### src/logic/lsfp_pkg.sv
// constants and types for the led string fault protection block
// Operation
// - boost clock 600kHz or 1.2MHz by config bit 2, default 1.2MHz
// - short threshold 3.1V or 8.0V by config bit 0, default 8V
// - config bit 1 set switches off short detection
// - channel above short threshold is flagged faulty and disabled
// - channel is good once current reaches 75% of target
// - good channel falling below 50% of target is open circuit
// - overvoltage or lower overtemp marks all not-good channels open
// - open channel disabled only after time-out expires
// - open time-out shortened above lower overtemp threshold
// - soft-start limit 375mA then 7 steps of 375mA to 3A in 1ms
// - no switching until protection transistor is fully on
// - switching cycle ends when switch current exceeds limit
// - every led fault recorded in fault status register 0x02
// - masking register 0x09 shows failed channels
// - host masks bad channels at start; they stay off, unreported
// - led channel faults ignored while operation is not stable
// - input overcurrent switches off all channels, logic stays alive
// - shutdown cause latched into fault status register
// - zener-bypassed string stays on unless overvoltage or lower overtemp reached
// - external mode chops at input rate, else internal oscillator
// - lower overtemp threshold sits at 130 degrees
// - upper thermal limit sets thermal fault bit in 0x02
package lsfp_pkg;
  localparam int unsigned NCH = 8;
  localparam logic [7:0] ADDR_FAULT   = 8'h02;
  localparam logic [7:0] ADDR_CONFIG  = 8'h08;
  localparam logic [7:0] ADDR_MASK    = 8'h09;
  localparam logic [7:0] CONFIG_RST   = 8'h05;  // 8V, detect on, 1.2MHz
  localparam logic [7:0] MASK_RST     = 8'h00;
  localparam int unsigned CFG_SCTHR   = 0;
  localparam int unsigned CFG_SCDIS   = 1;
  localparam int unsigned CFG_FSW     = 2;
  localparam int unsigned FLT_SHORT   = 0;
  localparam int unsigned FLT_OPEN    = 1;
  localparam int unsigned FLT_OVP     = 2;
  localparam int unsigned FLT_OCP     = 3;
  localparam int unsigned FLT_THERM   = 4;
  localparam int unsigned FLT_LOTEMP  = 5;
  // timing, clock 25 MHz
  localparam int unsigned CLK_KHZ     = 25000;
  localparam int unsigned FSW_HI_KHZ  = 1200;
  localparam int unsigned FSW_LO_KHZ  = 600;
  localparam int unsigned SW_DIV_HI   = CLK_KHZ / FSW_HI_KHZ;
  localparam int unsigned SW_DIV_LO   = CLK_KHZ / FSW_LO_KHZ;
  localparam int unsigned SS_TOTAL_US = 1000;
  localparam int unsigned SS_STEPS    = 8;
  localparam int unsigned SS_STEP_CYC =
    (SS_TOTAL_US * (CLK_KHZ / 1000)) / SS_STEPS;
  localparam int unsigned ILIM_STEP_MA = 375;
  localparam int unsigned OPEN_TO_US  = 6000;
  localparam int unsigned OPEN_HOT_US = 800;
  localparam int unsigned OT_LOW_DEGC = 130;
  localparam int unsigned SETTLE_CYC  = 16;
  localparam int unsigned CW = 18;
  localparam int unsigned TW = 8;

  typedef struct packed {
    logic [NCH-1:0] above_sc_lo;  // channel above 3.1V
    logic [NCH-1:0] above_sc_hi;  // channel above 8.0V
    logic [NCH-1:0] cur_ge75;
    logic [NCH-1:0] cur_lt50;
    logic           overvoltage_limit;
    logic           ot_low;
    logic           ot_high;
    logic           in_ocp;
    logic           fet_on;
    logic           sw_ocl;
    logic           stable;
  } lsfp_sense_t;
endpackage : lsfp_pkg
### src/logic/lsfp_core.sv
// protection and monitoring logic of the eight string led driver
`timescale 1ns/10ps
module lsfp_core
  import lsfp_pkg::*;
#(
  parameter int unsigned OPEN_TO_CYC  = (OPEN_TO_US * CLK_KHZ) / 1000,
  parameter int unsigned OPEN_HOT_CYC = (OPEN_HOT_US * CLK_KHZ) / 1000
) (
  // clock, reset, enable
  input  wire logic             mclk_i,
  input  wire logic             resetn_i,
  input  wire logic             ce_i,
  // register port
  input  wire logic             reg_wr_i,
  input  wire logic             reg_rd_i,
  input  wire logic [7:0]       reg_addr_i,
  input  wire logic [7:0]       reg_wdata_i,
  output logic      [7:0]       reg_rdata_o,
  // analog comparator pins
  input  wire lsfp_sense_t      sense_i,
  input  wire logic             ext_dim_input_i,
  input  wire logic             int_dim_osc_i,
  input  wire logic             ext_mode_i,
  // outputs to power stage
  output logic [NCH-1:0]        ch_enable_o,
  output logic                  boost_gate_o,
  output logic [3:0]            ilim_step_o,
  output logic                  sc_thr_high_o,
  output logic                  dim_chop_o
);

  typedef enum logic [2:0] {
    S_INRUSH = 3'b001,
    S_SOFT   = 3'b010,
    S_RUN    = 3'b100
  } lsfp_st_t;

  typedef struct packed {
    lsfp_sense_t     s1;
    lsfp_sense_t     s2;
    logic [2:0]      d1;
    logic [2:0]      d2;
    lsfp_st_t        st;
    logic [7:0]      cfg;
    logic [7:0]      mask;
    logic [7:0]      fault;
    logic [NCH-1:0]  good;
    logic [NCH-1:0]  open;
    logic [NCH-1:0]  off;
    logic [NCH*CW-1:0] tmr;
    logic [TW-1:0]   sw_cnt;
    logic            sw_kill;
    logic [15:0]     ss_cnt;
    logic [3:0]      ilim;
    logic            ocp_off;
    logic            oth_d;
    logic [7:0]      rdata;
    logic [NCH-1:0]  en;
    logic            gate;
    logic            chop;
  } lsfp_state_t;

  lsfp_state_t q_r, q_nxt;

  logic [NCH-1:0] sc_hit;
  logic [TW-1:0]  sw_per;
  logic [CW-1:0]  to_lim;

  ////////////////////////////////////////////////////////////////////////
  // per channel short, open and time-out logic
  assign sw_per = q_r.cfg[CFG_FSW] ? TW'(SW_DIV_HI) : TW'(SW_DIV_LO);
  // shorter limit above 130 degrees to keep clear of thermal trip
  assign to_lim = q_r.s2.ot_low ? CW'(OPEN_HOT_CYC)
                                : CW'(OPEN_TO_CYC);

  always_comb begin
    q_nxt = q_r;
    // synchronisers: second stage only feeds logic
    q_nxt.s1 = sense_i;
    q_nxt.s2 = q_r.s1;
    q_nxt.d1 = {ext_dim_input_i, int_dim_osc_i, ext_mode_i};
    q_nxt.d2 = q_r.d1;
    sc_hit   = q_r.cfg[CFG_SCTHR] ? q_r.s2.above_sc_hi
                                  : q_r.s2.above_sc_lo;
    for (int i = 0; i < NCH; i++) begin
      if (!q_r.mask[i] && !q_r.off[i] && q_r.st == S_RUN
          && q_r.s2.stable) begin
        if (!q_r.cfg[CFG_SCDIS] && sc_hit[i]) begin
          q_nxt.off[i] = 1'b1;
          q_nxt.fault[FLT_SHORT] = 1'b1;
        end
        if (q_r.s2.cur_ge75[i])
          q_nxt.good[i] = 1'b1;
        if (q_r.good[i] && q_r.s2.cur_lt50[i])
          q_nxt.open[i] = 1'b1;
        // zener strings reach here through overvoltage or the lower overtemp threshold
        if (!q_r.good[i] && (q_r.s2.overvoltage_limit || q_r.s2.ot_low))
          q_nxt.open[i] = 1'b1;
      end
      if (q_r.open[i] && !q_r.off[i]) begin
        if (q_r.tmr[i*CW +: CW] >= to_lim) begin
          q_nxt.off[i] = 1'b1;
          q_nxt.fault[FLT_OPEN] = 1'b1;
        end else begin
          q_nxt.tmr[i*CW +: CW] = q_r.tmr[i*CW +: CW] + CW'(1);
        end
      end
    end
    if (q_r.s2.overvoltage_limit)
      q_nxt.fault[FLT_OVP] = 1'b1;
    if (q_r.s2.ot_low)
      q_nxt.fault[FLT_LOTEMP] = 1'b1;
    q_nxt.oth_d = q_r.s2.ot_high;
    if (q_r.s2.ot_high && !q_r.oth_d)
      q_nxt.fault[FLT_THERM] = 1'b1;
    if (q_r.s2.in_ocp) begin
      q_nxt.ocp_off = 1'b1;
      q_nxt.fault[FLT_OCP] = 1'b1;
    end

    //////////////////////////////////////////////////////////////////////
    // inrush, soft-start and cycle by cycle limit
    unique case (q_r.st)
      S_INRUSH: begin
        q_nxt.ilim = 4'h0;
        if (q_r.s2.fet_on) begin
          q_nxt.st = S_SOFT;
          q_nxt.ss_cnt = 16'h0000;
        end
      end
      S_SOFT: begin
        if (q_r.ss_cnt == 16'(SS_STEP_CYC - 1)) begin
          q_nxt.ss_cnt = 16'h0000;
          if (q_r.ilim == 4'(SS_STEPS - 1))
            q_nxt.st = S_RUN;
          else
            q_nxt.ilim = q_r.ilim + 4'h1;
        end else begin
          q_nxt.ss_cnt = q_r.ss_cnt + 16'h0001;
        end
      end
      S_RUN: q_nxt.ilim = 4'(SS_STEPS - 1);
    endcase
    if (q_r.sw_cnt >= sw_per - TW'(1)) begin
      q_nxt.sw_cnt = '0;
      q_nxt.sw_kill = 1'b0;
    end else begin
      q_nxt.sw_cnt = q_r.sw_cnt + TW'(1);
    end
    if (q_r.gate && q_r.s2.sw_ocl)
      q_nxt.sw_kill = 1'b1;
    q_nxt.gate = q_r.st != S_INRUSH && !q_r.ocp_off && !q_nxt.sw_kill
                 && q_nxt.sw_cnt < (sw_per >> 1);

    // chop follows external input only in external mode
    q_nxt.chop = q_r.d2[0] ? q_r.d2[2] : q_r.d2[1];

    //////////////////////////////////////////////////////////////////////
    // register access, channel faults see the mask from before a host write
    if (reg_wr_i) begin
      if (reg_addr_i == ADDR_CONFIG)
        q_nxt.cfg = reg_wdata_i;
      if (reg_addr_i == ADDR_MASK)
        q_nxt.mask = reg_wdata_i;
    end
    if (reg_rd_i) begin
      unique case (reg_addr_i)
        ADDR_FAULT:  q_nxt.rdata = q_r.fault;
        ADDR_CONFIG: q_nxt.rdata = q_r.cfg;
        ADDR_MASK:   q_nxt.rdata = q_r.mask | q_r.off;
        default:     q_nxt.rdata = 8'h00;
      endcase
    end
    q_nxt.en = q_r.ocp_off ? '0 : ~(q_nxt.mask | q_nxt.off);
  end

  always_ff @(posedge mclk_i or negedge resetn_i) begin
    if (!resetn_i) begin
      q_r      <= '0;
      q_r.st   <= S_INRUSH;
      q_r.cfg  <= CONFIG_RST;
      q_r.mask <= MASK_RST;
    end else if (ce_i) begin
      q_r <= q_nxt;
    end
  end

  assign reg_rdata_o   = q_r.rdata;
  assign ch_enable_o   = q_r.en;
  assign boost_gate_o  = q_r.gate;
  assign ilim_step_o   = q_r.ilim;
  assign sc_thr_high_o = q_r.cfg[CFG_SCTHR];
  assign dim_chop_o    = q_r.chop;
endmodule : lsfp_core

### config.mk
export PLATFORM = sky130hd
export DESIGN_NAME = lsfp_core
export DESIGN_NICKNAME = d
export VERILOG_FILES = /design/src/logic/lsfp_pkg.sv /design/src/logic/lsfp_core.sv
export SDC_FILE = /design/constraint.sdc
export NUM_CORES = 1
export LEC_CHECK = 0
export BUFFER_PORTS_ARGS = -buffer_cell sky130_fd_sc_hd__buf_2
export CORE_MARGIN = 2
export CORE_UTILIZATION = 55
export DETAILED_ROUTE_END_ITERATION = 12
export GPL_TIMING_DRIVEN = 0
export PLACE_DENSITY = 0.73
export SLEW_MARGIN = 15
export SYNTH_ARGS = -nofsm -noshare
export SYNTH_HDL_FRONTEND = slang
export SYNTH_SLANG_ARGS = --single-unit
### constraint.sdc
create_clock -name mclk_i -period 4.45 [get_ports mclk_i]
set_input_delay 0.89 -clock mclk_i [delete_from_list [all_inputs] [get_ports mclk_i]]
set_output_delay 0.89 -clock mclk_i [all_outputs]
set_load 0.01 [all_outputs]
==> impl_metrics.ini <==
[status]
status = complete, no violations

[yosys]
yosysUniqueCellTypes = 76
synth_cells = 1486
synth-edff-count = 0
synth-async-reset-ratio = 1.00
syn_area_per_cell_um2 = 11.0
synth_flop_cell = dfrtp_1
synth_seq_cells = 325
synth_warnings = 0
yosysSeqAreaShare = 0.497
synth.net_count = 1633
synth_area_um2 = 16400

[grt]
use_met2 = 0.360
grtUsageMet1 = 0.335
grt.total_usage = 0.231
grt_max_degree = 106
grt_pass1_vias = 11500
use_met3 = 0.0364
grt_antenna_before_repair = 4
grt_pass1_wl_mm = 58.3
busiest_layer = met2
grt_overflow = 0

[clocking]
hold_buffers = 0
path_clk_slew_ps = 60
cts_sinks = 325
cts_resized = 0
postCtsSetupBuffers = 0
cts_tree = yes
cts_max_path_buffers = 3
htreeDepth = 2
clockRootBuffer = clkbuf_16
clock_latency_ps = 520
numCtsBuffers = 36

[sta]
rsz0062_at_grt = false
fin_crit_ps = 3930
clock.fmax_mhz = 255
fin_crit_sh = 0.882
slew_violations = 0
slew_headroom = 0.372
worst_pin_slew_ps = 930
clock_skew_ps = 18.2
setup_viol = 0
worst_hold_slack_ps = 250
hold_viol = 0

[setup_path]
critPathSlowestCell = o41ai_1
end_kind = register
path_buf_inv = 2
crit_required_ps = 4840
cp_max_fo = 27
cp_top_family = simple AND/OR/NAND/NOR gates
cp-start-kind = register
cp.arrival_ps = 4320
critical_path_class = reg2reg
crit_chain = buf_12, inv_2, ha_1, and2_1, o41ai_1, nand4_2, nor2_2, nand4_1, xnor2_1
slowest_delay_ps = 840

[job]
maxCapViolations = 0

[cells_and_area]
layout_commonest_cell = dfrtp_1
final_cell_mix = dfrtp_1 (321), nand2_1 (125), mux2_2 (106), buf_2 (91), nor2_1 (86)
areaGrowthSynthToFinish_pct = 13.4
fillers = 2440
postLayoutCellArea_um2 = 18600
nNetsFinal = 1760
layout-drive-gt1-share = 0.204

[place]
place_area_um2 = 17400
place.gp.congestion = 0.851
dp_hpwl_mm = 24.7
io_buffer_count = 85

[detailed_routing]
drc = 0
drt-pass1-iter-count = 5
via_per_inst = 5.71
postRouteAntennaNets = 0
wirelength_mm = 35.2
wire_per_inst_um = 17.3
route.vias.total = 11600
initialDrtViolationCount = 682

[min_path]
hp-class = in2async

[floorplan]
rows = 63
core_area_um2 = 29500
io-pin-count = 86
die_w_um = 177
die_area_um2 = 31200
die_y_um = 177
start_util = 0.555

[power_and_ir_drop]
pwr_density_cell_nw_per_um2 = 444
ir_drop_mv = 0.325
power_leakage_nw = 8.72
-- logic make-up (layout without fill, tap and decap cells) --
kind of cell	Yosys count	after routing	synth area share
and+or+nand+nor	506	506	0.168
AOI/OAI and AO/OA	193	193	0.0787
xor gates and xnor gates	143	143	0.0765
other	0	2	0
muxes	123	123	0.0833
adders and majority gates	84	84	0.0642
DFF	325	325	0.497
buffers and inverters	112	264	0.0317
-- power by group --
group          internal (W)  switching, W  total [W]  leakage (nW)
Combinational      0.000723      0.000839    0.00156          4.02
Sequential          0.00334      0.000384    0.00372          4.13
Clock               0.00177       0.00118    0.00296         0.572
Total               0.00583       0.00241    0.00824          8.72
-- metal layers --
layer | wire length (um) | part of all wire
met5 | 13 | 0.00037
met4 | 894 | 0.025
met3 | 1690 | 0.048
met2 | 15900 | 0.45
met1 | 16700 | 0.47
-- flip-flops by register name, indices dropped and copies added, names as in the netlist --
register       flops
q_r              259
dim_chop_o         1
q_nxt             43
boost_gate_o       1
sc_thr_high_o      1
reg_rdata_o        8
ch_enable_o        8
ilim_step_o        4
-- synthesized netlist by cell type, drive strengths merged (4+ instances only) --
cell type,instances,area share
a211o,10,0.0054
a211oi,15,0.0069
a21o,9,0.0042
a21oi,29,0.0091
a22o,7,0.0037
a31o,17,0.0091
a32o,8,0.0049
and2,7,0.0027
and3,22,0.0085
and4,13,0.0071
buf,30,0.012
clkbuf,26,0.0066
dfrtp,322,0.49
ha,84,0.064
inv,56,0.013
mux2,106,0.073
mux2i,17,0.010
nand2,125,0.029
nand2b,11,0.0042
nand3,68,0.021
nand3b,5,0.0023
nand4,35,0.015
nand4b,4,0.0021
nand4bb,4,0.0028
nor2,87,0.020
nor2b,12,0.0046
nor3,55,0.021
nor3b,4,0.0018
nor4,30,0.013
o211ai,7,0.0032
o21ai,67,0.020
o2bb2ai,4,0.0021
or2,5,0.0019
or3,4,0.0015
or4bb,4,0.0028
xnor2,83,0.044
xor2,60,0.032
-- cell type report --
cell class,count,area [um2],share of cell area
Clock buffer,52,1020,0.0550
Antenna cell,2,5.00,0.000270
Tap cell,390,488,0.0263
Buffer,56,309,0.0166
Timing Repair Buffer,89,538,0.0290
Multi-Input combinational cell,1049,7710,0.415
Sequential cell,325,8140,0.438
Clock inverter,11,148,0.00795
Inverter,56,210,0.0113
-- final timing paths --
check,start,end,slack [ps],cells after the start
max,q_r[255],q_r[79],520,9
min,resetn_i,q_r[95],250,1
max reg2reg,q_r[255],q_r[79],520,9
min reg2reg,q_r[208],q_r[208],460,1
max in group asynchronous,resetn_i,sc_thr_high_o,2540,4
min in group mclk_i,q_r[208],q_r[208],460,1
-- stage by stage --
| step | power, W | TNS (ps) | setup slack (ps) | cells | util |
|---|---|---|---|---|---|
| finish | 0.00824 | 0 | 524 | 2030 | 0.630 |
| global route | 0.00870 | 0 | 312 | 2030 | 0.630 |
| CTS | 0.00831 | 0 | 521 | 2028 | 0.630 |
| detailed placement | 0.00533 | 0 | 530 | 1965 | 0.590 |
| global placement | 0.00523 | -1265780 | -3680 | 1961 | 0.586 |
| floorplan | 0.00482 | 0 | 954 | 1486 | - |
Note: power is estimated with default switching activity, not from simulation.
